==> config.mk <==
export PLATFORM = sky130hd
export DESIGN_NAME = digital_input_conditioner
export DESIGN_NICKNAME = d
export VERILOG_FILES = /design/src/dic_pkg.sv /design/src/dic_sync.sv /design/src/dic_channel.sv /design/src/digital_input_conditioner.sv
export VERILOG_INCLUDE_DIRS = /design/src /design/src/src
export SDC_FILE = /design/constraint.sdc
export NUM_CORES = 2
export LEC_CHECK = 0
export BUFFER_PORTS_ARGS = -buffer_cell sky130_fd_sc_hd__buf_2
export CAP_MARGIN = 20
export CORE_MARGIN = 5
export CORE_UTILIZATION = 50
export CTS_BUF_LIST = sky130_fd_sc_hd__clkbuf_2
export CTS_CLUSTER_DIAMETER = 30
export CTS_CLUSTER_SIZE = 30
export DETAILED_ROUTE_END_ITERATION = 10
export GPL_TIMING_DRIVEN = 0
export HOLD_SLACK_MARGIN = 0.12
export PLACE_DENSITY = 0.69
export SLEW_MARGIN = 10
export SYNTH_ARGS = -nofsm -noshare
export SYNTH_HDL_FRONTEND = slang
export SYNTH_SLANG_ARGS = --single-unit
==> constraint.sdc <==
create_clock -name clk_i -period 18 [get_ports clk_i]
set_input_delay 2.7 -clock clk_i [delete_from_list [all_inputs] [get_ports clk_i]]
set_output_delay 2.7 -clock clk_i [all_outputs]
set_load 0.005 [all_outputs]
==> src/dic_map.svh <==
// Register offsets, field positions and timing counts of the input conditioner
`ifndef DIC_MAP_SVH
`define DIC_MAP_SVH

// Number of fitted inputs and trip outputs
`define DIC_N_IN        8
`define DIC_N_TRIP      8
// Register address width and data width
`define DIC_AW          8
`define DIC_DW          32

// Register offsets (byte addresses)
`define DIC_R_STATE     8'h00
`define DIC_R_POLARITY  8'h04
`define DIC_R_ON_EV_EN  8'h08
`define DIC_R_OFF_EV_EN 8'h0C
`define DIC_R_ALARM_EN  8'h10
`define DIC_R_MODE      8'h14
`define DIC_R_FORCE     8'h18
`define DIC_R_OUT_STAT  8'h1C
`define DIC_R_LATCH_CFG 8'h20
`define DIC_R_LATCH_REL 8'h24
`define DIC_R_IRQ_STAT  8'h28
`define DIC_R_IRQ_EN    8'h2C
`define DIC_R_IRQ_CLR   8'h30
`define DIC_R_DELAY0    8'h40
`define DIC_R_COUNT0    8'h80
// Spacing of the per-input delay and counter registers
`define DIC_R_STRIDE    8'h04

// Output status layout: trips in low byte, then alarm and service bits
`define DIC_OUT_ALARM   8
`define DIC_OUT_SERVICE 9
`define DIC_OUT_W       10

// Interrupt status layout: on events, off events, alarm pop-ups (one byte each)
`define DIC_IRQ_ON      0
`define DIC_IRQ_OFF     8
`define DIC_IRQ_ALM     16
`define DIC_IRQ_W       24

// Delay step of 10 ms at 100 MHz, max setting 60.00 s = 6000 steps
`define DIC_STEP_NS     10000000
`define DIC_CLK_NS      10
`define DIC_STEP_CYC    (`DIC_STEP_NS / `DIC_CLK_NS)
`define DIC_DELAY_MAX   13'h1770
`define DIC_DELAY_W     13
`define DIC_CNT_W       16
// Step divider width, wide enough for one 10 ms step
`define DIC_TICK_W      24

`endif

==> src/dic_pkg.sv <==
// Types shared by the input conditioner files
`default_nettype none
package dic_pkg;
  typedef logic [12:0] delay_t;
  typedef logic [15:0] count_t;
  typedef enum logic {
    MODE_DC,
    MODE_AC
  } volt_mode_t;
endpackage : dic_pkg
`default_nettype wire

==> src/dic_sync.sv <==
// Two flip-flop synchroniser for one pin level
`timescale 1ns/1ps
`default_nettype none
module dic_sync (
  // Clock and reset
  input  wire logic clk_i,
  input  wire logic sys_rst_i,
  // Level in and out
  input  wire logic pin_i,
  output logic      sync_o
);
  logic meta_q;
  logic meta_d;
  logic sync_q;
  logic sync_d;

  always_comb begin
    meta_d = pin_i;
    sync_d = meta_q;
  end

  always_ff @(posedge clk_i or posedge sys_rst_i) begin
    if (sys_rst_i) begin
      meta_q <= 1'b0;
      sync_q <= 1'b0;
    end else begin
      meta_q <= meta_d;
      sync_q <= sync_d;
    end
  end

  assign sync_o = sync_q;
endmodule : dic_sync
`default_nettype wire

==> src/dic_channel.sv <==
// One conditioned input: polarity, definite delay, edge pulses and counter
`timescale 1ns/1ps
`default_nettype none
`include "dic_map.svh"
module dic_channel (
  // Clock and reset
  input  wire logic            clk_i,
  input  wire logic            sys_rst_i,
  // Synchronised pin, settings and step tick
  input  wire logic            raw_i,
  input  wire logic            polarity_nc_i,
  input  wire dic_pkg::delay_t delay_i,
  input  wire logic            tick_i,
  // Counter write
  input  wire logic            cnt_we_i,
  input  wire dic_pkg::count_t cnt_wdata_i,
  // Results
  output logic                 state_o,
  output logic                 act_edge_o,
  output logic                 inact_edge_o,
  output dic_pkg::count_t      count_o
);
  logic            state_q;
  logic            state_d;
  dic_pkg::delay_t timer_q;
  dic_pkg::delay_t timer_d;
  dic_pkg::count_t count_q;
  dic_pkg::count_t count_d;
  logic            act_q;
  logic            act_d;
  logic            inact_q;
  logic            inact_d;
  logic            level;

  always_comb begin
    level   = raw_i ^ polarity_nc_i;
    state_d = state_q;
    timer_d = timer_q;
    count_d = count_q;
    act_d   = 1'b0;
    inact_d = 1'b0;
    if (level == state_q) begin
      timer_d = '0;
    end else if (timer_q >= delay_i) begin
      state_d = level;
      timer_d = '0;
      act_d   = level;
      inact_d = ~level;
    end else if (tick_i) begin
      timer_d = timer_q + 13'h0001;
    end
    if (cnt_we_i) begin
      count_d = cnt_wdata_i;
    end else if (act_d) begin
      count_d = count_q + 16'h0001;
    end
  end

  always_ff @(posedge clk_i or posedge sys_rst_i) begin
    if (sys_rst_i) begin
      state_q <= 1'b0;
      timer_q <= '0;
      count_q <= '0;
      act_q   <= 1'b0;
      inact_q <= 1'b0;
    end else begin
      state_q <= state_d;
      timer_q <= timer_d;
      count_q <= count_d;
      act_q   <= act_d;
      inact_q <= inact_d;
    end
  end

  assign state_o      = state_q;
  assign act_edge_o   = act_q;
  assign inact_edge_o = inact_q;
  assign count_o      = count_q;
endmodule : dic_channel
`default_nettype wire

==> src/digital_input_conditioner.sv <==
// Binary input conditioner and output status top with register port
`timescale 1ns/1ps
`default_nettype none
`include "dic_map.svh"
// Summary of operation
// - Normally open input: low to high is the active edge.
// - Normally closed input: high to low is the active edge.
// - One delay, 0 to 60 s in 10 ms steps, for both transitions.
// - Conditioned state per input readable, one means active.
// - Active-edge event only when its enable bit is on.
// - Inactive-edge event only when its enable bit is on.
// - Alarm indication at active edge when alarm display is enabled.
// - Per-input active-edge counter 0..65535, writable by software.
// - Device-wide voltage mode setting, dc or ac.
// - Readable status bit for each trip, alarm and service output.
// - Test force flag, settable on or off.
// - Output status writes act only while force flag is on.
// - Each output non-latched or latched until a latch release.
module digital_input_conditioner (
  // Clock and reset
  input  wire logic                    clk_i,
  input  wire logic                    sys_rst_i,
  // Field contacts
  input  wire logic [`DIC_N_IN-1:0]    binary_input_n_i,
  // Controlling signals from protection logic
  input  wire logic [`DIC_OUT_W-1:0]   out_ctrl_i,
  // Register port
  input  wire logic [`DIC_AW-1:0]      reg_addr_i,
  input  wire logic [`DIC_DW-1:0]      reg_wdata_i,
  input  wire logic                    reg_wr_i,
  input  wire logic                    reg_rd_i,
  output logic [`DIC_DW-1:0]           reg_rdata_o,
  // Output coils
  output logic [`DIC_N_TRIP-1:0]       trip_output_n_o,
  output logic                         alarm_signal_output_o,
  output logic                         service_status_output_o,
  // Conditioned inputs, events and interrupt
  output logic [`DIC_N_IN-1:0]         input_state_o,
  output logic [`DIC_N_IN-1:0]         on_event_o,
  output logic [`DIC_N_IN-1:0]         off_event_o,
  output logic                         alarm_popup_o,
  output logic                         volt_mode_ac_o,
  output logic                         irq_o
);
  localparam int STEP_CYC = `DIC_STEP_CYC;
  localparam int TICK_W   = `DIC_TICK_W;

  // Settings
  logic [`DIC_N_IN-1:0]   pol_q;
  logic [`DIC_N_IN-1:0]   pol_d;
  logic [`DIC_N_IN-1:0]   on_en_q;
  logic [`DIC_N_IN-1:0]   on_en_d;
  logic [`DIC_N_IN-1:0]   off_en_q;
  logic [`DIC_N_IN-1:0]   off_en_d;
  logic [`DIC_N_IN-1:0]   alm_en_q;
  logic [`DIC_N_IN-1:0]   alm_en_d;
  dic_pkg::volt_mode_t    mode_q;
  dic_pkg::volt_mode_t    mode_d;
  logic                   force_q;
  logic                   force_d;
  logic [`DIC_OUT_W-1:0]  forced_q;
  logic [`DIC_OUT_W-1:0]  forced_d;
  logic [`DIC_OUT_W-1:0]  latch_cfg_q;
  logic [`DIC_OUT_W-1:0]  latch_cfg_d;
  // Coil drive and per-input delays
  logic [`DIC_OUT_W-1:0]  latched_q;
  logic [`DIC_OUT_W-1:0]  latched_d;
  logic [`DIC_OUT_W-1:0]  out_q;
  logic [`DIC_OUT_W-1:0]  out_d;
  dic_pkg::delay_t        delay_q [`DIC_N_IN];
  dic_pkg::delay_t        delay_d [`DIC_N_IN];
  // Events and interrupt
  logic [`DIC_IRQ_W-1:0]  ist_q;
  logic [`DIC_IRQ_W-1:0]  ist_d;
  logic [`DIC_IRQ_W-1:0]  ien_q;
  logic [`DIC_IRQ_W-1:0]  ien_d;
  logic                   irq_q;
  logic                   irq_d;
  logic [`DIC_N_IN-1:0]   on_ev_q;
  logic [`DIC_N_IN-1:0]   on_ev_d;
  logic [`DIC_N_IN-1:0]   off_ev_q;
  logic [`DIC_N_IN-1:0]   off_ev_d;
  logic                   popup_q;
  logic                   popup_d;
  // Read data and step divider
  logic [`DIC_DW-1:0]     rdata_q;
  logic [`DIC_DW-1:0]     rdata_d;
  logic [TICK_W-1:0]      tick_cnt_q;
  logic [TICK_W-1:0]      tick_cnt_d;
  logic                   tick;

  // Channel results
  logic [`DIC_N_IN-1:0]   raw_s;
  logic [`DIC_N_IN-1:0]   state_s;
  logic [`DIC_N_IN-1:0]   act_s;
  logic [`DIC_N_IN-1:0]   inact_s;
  logic [`DIC_N_IN-1:0]   cnt_we;
  dic_pkg::count_t        count_s [`DIC_N_IN];

  genvar g;
  generate
    for (g = 0; g < `DIC_N_IN; g++) begin : g_in
      dic_sync u_sync (
        .clk_i     (clk_i),
        .sys_rst_i (sys_rst_i),
        .pin_i     (binary_input_n_i[g]),
        .sync_o    (raw_s[g])
      );
      assign cnt_we[g] = reg_wr_i &&
                         (reg_addr_i == (`DIC_R_COUNT0 + 8'(`DIC_R_STRIDE * g)));
      dic_channel u_ch (
        .clk_i         (clk_i),
        .sys_rst_i     (sys_rst_i),
        .raw_i         (raw_s[g]),
        .polarity_nc_i (pol_q[g]),
        .delay_i       (delay_q[g]),
        .tick_i        (tick),
        .cnt_we_i      (cnt_we[g]),
        .cnt_wdata_i   (reg_wdata_i[`DIC_CNT_W-1:0]),
        .state_o       (state_s[g]),
        .act_edge_o    (act_s[g]),
        .inact_edge_o  (inact_s[g]),
        .count_o       (count_s[g])
      );
    end
  endgenerate

  // Step tick every 10 ms for the delay timers
  assign tick = (tick_cnt_q == TICK_W'(STEP_CYC - 1));

  always_comb begin
    tick_cnt_d = tick ? '0 : tick_cnt_q + TICK_W'(1'h1);
  end

  always_ff @(posedge clk_i or posedge sys_rst_i) begin
    if (sys_rst_i) begin
      tick_cnt_q <= '0;
    end else begin
      tick_cnt_q <= tick_cnt_d;
    end
  end

  // Settings, latches and interrupt status
  always_comb begin
    pol_d       = pol_q;
    on_en_d     = on_en_q;
    off_en_d    = off_en_q;
    alm_en_d    = alm_en_q;
    mode_d      = mode_q;
    force_d     = force_q;
    forced_d    = forced_q;
    latch_cfg_d = latch_cfg_q;
    ien_d       = ien_q;
    delay_d     = delay_q;
    latched_d   = latched_q;
    ist_d       = ist_q;
    if (reg_wr_i) begin
      unique case (reg_addr_i)
        `DIC_R_POLARITY:  pol_d    = reg_wdata_i[`DIC_N_IN-1:0];
        `DIC_R_ON_EV_EN:  on_en_d  = reg_wdata_i[`DIC_N_IN-1:0];
        `DIC_R_OFF_EV_EN: off_en_d = reg_wdata_i[`DIC_N_IN-1:0];
        `DIC_R_ALARM_EN:  alm_en_d = reg_wdata_i[`DIC_N_IN-1:0];
        `DIC_R_MODE:      mode_d   = dic_pkg::volt_mode_t'(reg_wdata_i[0]);
        `DIC_R_FORCE:     force_d  = reg_wdata_i[0];
        `DIC_R_OUT_STAT: begin
          if (force_q) begin
            forced_d = reg_wdata_i[`DIC_OUT_W-1:0];
          end
        end
        `DIC_R_LATCH_CFG: latch_cfg_d = reg_wdata_i[`DIC_OUT_W-1:0];
        `DIC_R_LATCH_REL: latched_d   = '0;
        `DIC_R_IRQ_EN:    ien_d       = reg_wdata_i[`DIC_IRQ_W-1:0];
        `DIC_R_IRQ_CLR:   ist_d       = ist_q & ~reg_wdata_i[`DIC_IRQ_W-1:0];
        default: ;
      endcase
      for (int i = 0; i < `DIC_N_IN; i++) begin
        if (reg_addr_i == (`DIC_R_DELAY0 + 8'(`DIC_R_STRIDE * i))) begin
          delay_d[i] = (reg_wdata_i[`DIC_DELAY_W-1:0] > `DIC_DELAY_MAX) ?
                       `DIC_DELAY_MAX : reg_wdata_i[`DIC_DELAY_W-1:0];
        end
      end
    end
    latched_d = latched_d | (out_ctrl_i & latch_cfg_q);
    // Set wins over a same-cycle clear
    ist_d     = ist_d | {act_s & alm_en_q, off_ev_d, on_ev_d};
    irq_d     = |(ist_d & ien_d);
  end

  // coil drive; forcing hides followed and latched bits
  always_comb begin
    out_d = force_q ? forced_q : ((out_ctrl_i & ~latch_cfg_q) | latched_q);
  end

  always_ff @(posedge clk_i or posedge sys_rst_i) begin
    if (sys_rst_i) begin
      out_q <= '0;
    end else begin
      out_q <= out_d;
    end
  end

  // Edge pulses, one cycle after the conditioned state moves
  always_comb begin
    on_ev_d  = act_s & on_en_q;
    off_ev_d = inact_s & off_en_q;
    popup_d  = |(act_s & alm_en_q);
  end

  always_ff @(posedge clk_i or posedge sys_rst_i) begin
    if (sys_rst_i) begin
      on_ev_q  <= '0;
      off_ev_q <= '0;
      popup_q  <= 1'b0;
    end else begin
      on_ev_q  <= on_ev_d;
      off_ev_q <= off_ev_d;
      popup_q  <= popup_d;
    end
  end

  // Read data stand one cycle after the strobe, zero otherwise
  always_comb begin
    rdata_d = '0;
    if (reg_rd_i) begin
      unique case (reg_addr_i)
        `DIC_R_STATE:     rdata_d = 32'(state_s);
        `DIC_R_POLARITY:  rdata_d = 32'(pol_q);
        `DIC_R_ON_EV_EN:  rdata_d = 32'(on_en_q);
        `DIC_R_OFF_EV_EN: rdata_d = 32'(off_en_q);
        `DIC_R_ALARM_EN:  rdata_d = 32'(alm_en_q);
        `DIC_R_MODE:      rdata_d = 32'(mode_q);
        `DIC_R_FORCE:     rdata_d = 32'(force_q);
        `DIC_R_OUT_STAT:  rdata_d = 32'(out_q);
        `DIC_R_LATCH_CFG: rdata_d = 32'(latch_cfg_q);
        `DIC_R_IRQ_STAT:  rdata_d = 32'(ist_q);
        `DIC_R_IRQ_EN:    rdata_d = 32'(ien_q);
        default: ;
      endcase
      for (int i = 0; i < `DIC_N_IN; i++) begin
        if (reg_addr_i == (`DIC_R_DELAY0 + 8'(`DIC_R_STRIDE * i))) begin
          rdata_d = 32'(delay_q[i]);
        end
        if (reg_addr_i == (`DIC_R_COUNT0 + 8'(`DIC_R_STRIDE * i))) begin
          rdata_d = 32'(count_s[i]);
        end
      end
    end
  end

  always_ff @(posedge clk_i or posedge sys_rst_i) begin
    if (sys_rst_i) begin
      rdata_q <= '0;
    end else begin
      rdata_q <= rdata_d;
    end
  end

  always_ff @(posedge clk_i or posedge sys_rst_i) begin
    if (sys_rst_i) begin
      pol_q       <= '0;
      on_en_q     <= '0;
      off_en_q    <= '0;
      alm_en_q    <= '0;
      mode_q      <= dic_pkg::MODE_DC;
      force_q     <= 1'b0;
      forced_q    <= '0;
      latch_cfg_q <= '0;
      latched_q   <= '0;
      ien_q       <= '0;
      ist_q       <= '0;
      irq_q       <= 1'b0;
      for (int i = 0; i < `DIC_N_IN; i++) begin
        delay_q[i] <= '0;
      end
    end else begin
      pol_q       <= pol_d;
      on_en_q     <= on_en_d;
      off_en_q    <= off_en_d;
      alm_en_q    <= alm_en_d;
      mode_q      <= mode_d;
      force_q     <= force_d;
      forced_q    <= forced_d;
      latch_cfg_q <= latch_cfg_d;
      latched_q   <= latched_d;
      ien_q       <= ien_d;
      ist_q       <= ist_d;
      irq_q       <= irq_d;
      delay_q     <= delay_d;
    end
  end

  // Input state is already a channel flip-flop
  assign input_state_o           = state_s;
  assign reg_rdata_o             = rdata_q;
  assign trip_output_n_o         = out_q[`DIC_N_TRIP-1:0];
  assign alarm_signal_output_o   = out_q[`DIC_OUT_ALARM];
  assign service_status_output_o = out_q[`DIC_OUT_SERVICE];
  assign on_event_o              = on_ev_q;
  assign off_event_o             = off_ev_q;
  assign alarm_popup_o           = popup_q;
  assign volt_mode_ac_o          = 1'(mode_q);
  assign irq_o                   = irq_q;
endmodule : digital_input_conditioner
`default_nettype wire

==> Word level (Yosys, flattened, before mapping) <==
Index checks and enable logic that the tools add are counted.
{ "totals": {"reg_bits": 572, "inputBits": 62, "wordCells": 331} }
{ "classes": {"add_sub_neg": 17, "order_cmp": 9, "n_eq_ne": 37, "muxes": 99, "bitwise_logic": 36, "n_reduce_logical": 51} }
{ "ops": {"columns": ["cell", "count"], "rows": [
  ["$mux 32", 17],
  ["$mux 13", 25],
  ["$pmux 24 s11", 1],
  ["$mux 16", 16],
  ["$add 16x1->16 const B", 8],
  ["$mux 24", 5],
  ["$add 13x1->13 const B", 8],
  ["$ge 13x13->1", 8],
  ["$eq 8x7->1 const B", 8],
  ["$eq 8x8->1 const B", 8],
  ["$and 24x24->24", 2],
  ["$reduce_and 2->1", 23],
  ["$eq 8x6->1 const B", 5],
  ["$eq 8x5->1 const B", 4],
  ["$mux 1", 32],
  ["$mux 10", 3],
  ["$add 24x1->24 const B", 1],
  ["$and 8x8->8", 3],
  ["$eq 24x20->1 const B", 1],
  ["$not 24->24", 1],
  ["$or 24x24->24", 1],
  ["$reduce_bool 3->1", 8],
  ["$reduce_or 24->1", 1],
  ["$and 10x10->10", 2],
  ["13 further kinds", 58]
]} }

==> Logic depth before layout (Yosys ltp) <==
{ "depth": {"depth_word": 19, "mapped_depth": 11, "mapped_depth_nobuf": 10} }

==> Hierarchy <==
From an unflattened synthesis, not the netlist that was laid out.
{ "unflattened": {"cells_unflattened": 3284, "hier_area_um2": 30953.4} }
{ "modules_own_cells": {"columns": ["module", "instances", "cells_each", "area_per_inst_um2"], "rows": [
  ["dic_channel at g_in[0].u_ch ...", 7, 236, 2062.0],
  ["digital_input_conditioner", 1, 1377, 13958.4],
  ["dic_channel at g_in[4].u_ch", 1, 231, 2130.8],
  ["dic_sync", 8, 3, 53.8]
]} }

==> Worst setup path before layout <==
Ideal clock, no wire load.
{ "synth_path": {"path_kind": "input to register", "startpoint": "input port reg_addr_i[1]", "endpoint": "register rdata_q[7], in the netlist reg_rdata_o[7]", "setup_ns": 0.122, "arrival_time_ns": 4.615, "t_required_ns": 17.878, "setup_slack_ns": 13.263, "cell_stages": 9, "cell_sequence": "buf_4 -> and4bb_1 -> and2_4 -> buf_6 -> a222oi_1 -> or4b_1 -> a221oi_2 -> o2111ai_1 -> a32o_1"} }
{ "synth_between": {"elab_chain_len": 19, "elab_cells_between_ends": 45, "classes_between": "26 x eq/ne; 18 x mux; 1 x reduce/logical"} }
{ "synth_rtl": {"columns": ["item", "line_no", "text"], "rows": [
  ["start: declaration", "digital_input_conditioner.sv:28", "input wire logic [`DIC_AW-1:0] reg_addr_i,"],
  ["$eq 8x6->1 (tied with other cells)", "digital_input_conditioner.sv:225", "unique case (reg_addr_i)"],
  ["$pmux 24 s11", "digital_input_conditioner.sv:225", null],
  ["$mux 32", "digital_input_conditioner.sv:240", "if (reg_addr_i == (`DIC_R_DELAY0 + 8'(`DIC_R_STRIDE * i))) begin"],
  ["$mux 32", "digital_input_conditioner.sv:243", "if (reg_addr_i == (`DIC_R_COUNT0 + 8'(`DIC_R_STRIDE * i))) begin"],
  ["$mux 32", "digital_input_conditioner.sv:240", null],
  ["$mux 32", "digital_input_conditioner.sv:243", null],
  ["$mux 32", "digital_input_conditioner.sv:240", null],
  ["$mux 32", "digital_input_conditioner.sv:243", null],
  ["[4 not listed]", null, null],
  ["$mux 32", "digital_input_conditioner.sv:240", null],
  ["$mux 32", "digital_input_conditioner.sv:243", null],
  ["$mux 32", "digital_input_conditioner.sv:240", null],
  ["$mux 32", "digital_input_conditioner.sv:243", null],
  ["$mux 32", "digital_input_conditioner.sv:240", null],
  ["$mux 32 *", "digital_input_conditioner.sv:243", null],
  ["$mux 32 *", "digital_input_conditioner.sv:224", "if (reg_rd_i) begin"],
  ["net rdata_d[7]", "digital_input_conditioner.sv:87", "logic [`DIC_DW-1:0] rdata_d;"],
  ["end signal: assignment", "digital_input_conditioner.sv:254", "rdata_q <= rdata_d;"],
  ["end: declaration", "digital_input_conditioner.sv:86", "logic [`DIC_DW-1:0] rdata_q;"]
]} }
Mark *: on every way through the listed nets, which the timed path passes. The rest lies on a longest branch.
A chain may end at the register's enable or synchronous reset.

==> Worst setup path in the final report <==
{ "layout_path": {"startpoint": "input port reg_addr_i[3]", "endpoint": "register pol_q[2]"} }
{ "layout_between": {"elab_chain_len": 2} }
{ "layout_rtl": {"columns": ["item", "line_no", "text"], "rows": [
  ["$eq 8x3->1", "digital_input_conditioner.sv:158", "unique case (reg_addr_i)"],
  ["$reduce_and 2->1 (no line)", null, null],
  ["end signal: assignment", "digital_input_conditioner.sv:276", "pol_q <= pol_d;"],
  ["end: declaration", "digital_input_conditioner.sv:49", "logic [`DIC_N_IN-1:0] pol_q;"]
]} }
Every way passes these cells.

==> metrics.md <==
| Metric | Value |
|---|---|
| Outcome | finished, final reports clean |
| Largest net degree at the start of global routing | 41 |
| Yosys top cell by area | dfrtp_1 |
| Yosys warns | 0 |
| Area share of the largest cell type after synthesis | between 40 and 50% |
| GRT Resource Usage Total | 35.0% |
| Slew headroom | 15.3% |
| CTS buffer count | 139 |
| CP startpoint kind | input port |
| Post-CTS Resized | 0 |
| Worst setup path class | input port to flop |
| Remaining Overflow, GRT | 0 |
| Clock Sinks | around 560 |
| CTS tree | built |
| Seq/Total Area, Yosys | a little under half |
| Router iterations before antenna repair | 8 |
| Final hold viol count | 0 |
| Routed vias | approximately 27,000 |
| Final setup viols | 0 |
| Cell Area, Synth | 29,800 um2 |
| Arrival time worst endpoint | 6.22 ns |
| Initial antenna violation count | 8 |
| Worst r2r src | delay_q[39]$_DFFE_PP0P_ |
| Slew Viols, Final | 0 |
| Mapped Cells | about 3,100 |
| Initial core utilization | about half |
| Synthesized area per cell | roughly 9.5 um2 |
| Peak Freq | approximately 0.2 GHz |
| Worst min path class | flop to flop |
| Final min period | 4.99 ns |
| Filler cell count | 5,360 |
| Routed wire length | between 100,000 and 150,000 um |
| Port buffer count | 101 |
| CP Capture Type | flop |
| Final nets | 3,590 |
| Most used cell, CP | buf_2 |
| Placement Cell Area | 31,800 um2 |
| Wirelength per Cell | 26.5 um |
| Clk_lat worst skew | 1.43 ns |
| VDD IR max | between 0.00008 and 0.00009 V |
| Vias in the first global route | 26,400 |
| Critical Path Start | reg_addr_i[3] |
| IO Pins | 131 |
| RSZ-0062 raised after global routing | false |
| Design Area, Final | roughly 34,000 um2 |
| Max-Cap Viols | 0 |
| Vias/cell | ~6.3 |
| Die Area | 64,500 um2 |
| Clock Skews | 0.107 ns |
| Critical Path RT | between 15 and 20 ns |
| Syn-to-layout area delta | 13.1% |
| # hold bufs at CTS | 0 |
| Setup TNS | 0 ns |
| Root Buffer | clkbuf_2 |
| Post-CTS Setup Repair Bufs | 0 |
| Core region area | 59,000 um2 |
| CTS Buffer Depth | 3 |
| Pwr/cell area | 103 nW/um2 |
| First-pass GRT wire length | 168,000 um |
| Rows | 89 |
| Crit share post-route | 27.7% |
| CP max-delay cell | nor4b_4 |
| DRT antenna net count | 0 |
| Clock transition at path regs | 0.14 ns |
| Post-synth EDFFs | 0 |
| Most frequent cells in the layout | dfrtp_1, nand2_1, nor2_1 |
| Die Y | around 250 um |
| Worst-Margin Slew | 1.27 ns |
| H-tree levels | 4 |
| Synth unique cells | 80 |
| Buf/Inv on CP | 3 |
| Top post-synthesis cells by area | dfrtp_1, ha_1, nand2_1 |
| Top_reg_cell synth | dfrtp_1 |
| DIE WIDTH | 254 um |
| Critical path cell sequence | buf_2, nor4b_4, buf_2, and2_1, clkbuf_1, nand2_1, mux2_2 |
| Routability Congestion | 1.04 |
| # DRC | 0 |
| Critical Path Max Stage Delay | 0.89 ns |
| CP delay by family, top | simple AND/OR/NAND/NOR gates |
| Initial DRC Count | 3,164 |
| Max Fanout on Critical Path | 10 |
| Ys async rst share | between 90% and 100% |
| Hpwl dp | 85,000 um |
| Lkg Pwr | 14.9 nW |
| Commonest non-fill, non-tap cell in the layout | dfrtp_1 |
| Fraction of layout cells with a size suffix above 1 | 14.9% |
| Yosys reg bits | 564 |
| Hold wc startpoint | g_in[1].u_sync.meta_q$_DFF_PP0_ |
[Yosys cell counts, types with 27 or more instances]
| library cell | count |
|---|---|
| o21ai_1 | 40 |
| clkbuf_1 | 115 |
| nand3_1 | 102 |
| o22ai_1 | 27 |
| a221oi_1 | 29 |
| nand2_1 | 343 |
| nor2_1 | 308 |
| mux2_2 | 78 |
| xor2_1 | 128 |
| nand4_1 | 85 |
| inv_1 | 146 |
| o21ai_0 | 152 |
| and2_1 | 47 |
| ha_1 | 121 |
| xnor2_1 | 93 |
| buf_2 | 27 |
| dfrtp_1 | 564 |
| and3_1 | 64 |
| a22oi_1 | 54 |
| a21oi_1 | 202 |
| nor3_1 | 32 |
| a21o_1 | 27 |
[metal layers]
metal	wire, um	GRT usage [%]
met4	6930	19.3
met3	12300	10.2
met5	24	0
met1	44300	45.8
met2	50600	52.6
[report_power, final]
part	internal [W]	leakage, nW	switching (W)
sequential	0.00143	7.37	0.000243
clock	0.000552	1.13	0.000632
combinational	0.000240	6.45	0.000358
total	0.00222	14.9	0.00123
[worst reg2reg max path, stage by stage (launching register included)]
cell and delay [ns]:
dfrtp_1 0.48, ha_1 0.31, or3b_1 0.37, o2111ai_1 0.10, a21oi_1 0.10, o211ai_1 0.82, clkbuf_1 0.41, o211ai_1 0.47
clkbuf_1 0.35, a21oi_1 0.18
[flip-flops by register name, indices dropped and copies added (netlist names), 10 cells and up]
register / cells
g_in.u_ch.timer_q: 104
latch_cfg_q: 10
ien_q: 24
out_q: 10
latched_q: 10
ist_q: 24
delay_q: 104
tick_cnt_q: 24
g_in.u_ch.count_o: 128
reg_rdata_o: 24
forced_q: 10
[layout make-up]
type / count / area [um2] / share of cell area [%]
antenna: 9 / 22.5 / 0.0669
buffer: 174 / 777 / 2.31
clock buffer: 158 / 791 / 2.35
clock inverter: 98 / 1040 / 3.10
inverter: 146 / 552 / 1.64
multi-input combinational: 2252 / 14400 / 42.8
sequential: 564 / 14100 / 41.9
tap: 773 / 967 / 2.87
timing repair buffer: 130 / 987 / 2.93
[path summary, 6_finish.rpt]
kind	slack, ns	end	depth (start not counted)
worst max-delay path	13.01	pol_q[2]$_DFFE_PP0P_	7
worst min-delay path	0.33	g_in[1].u_sync.sync_o$_DFF_PP0_	0
worst max register to register	14.33	g_in[4].u_ch.timer_q[12]$_DFFE_PP0P_	9
worst min register to register	0.33	g_in[1].u_sync.sync_o$_DFF_PP0_	0
max in group asynchronous	14.73	g_in[1].u_ch.timer_q[3]$_DFFE_PP0P_	8
min in group asynchronous	1.37	g_in[6].u_ch.count_o[2]$_DFFE_PP0P_	2
[cells by family after synthesis]
logic type,after synthesis,share of synthesized area [%]
adder cells (fa/ha/maj),121,5.09
buffers and inverters,320,4.44
multiplexers,99,3.70
flip-flops,564,47.4
other,1,0.0126
AO/OA/AOI/OAI,719,15.3
AND/OR/NAND/NOR,1084,17.5
XOR/XNOR,221,6.51
[metrics by stage]
stage	power [W]	util (%)	worst slack, ns	hold slack [ns]	instances
after floorplan	0.00197	-	7.62	0.331	3136
after global placement	0.00223	53.0	4.61	0.332	4010
after detailed placement	0.00226	53.9	11.91	0.336	4038
after CTS	0.00344	57.0	12.98	0.339	4294
after global routing	0.00360	57.0	12.95	0.363	4300
final	0.00346	57.0	13.01	0.334	4304
Note: power is estimated with default switching activity, not from simulation.
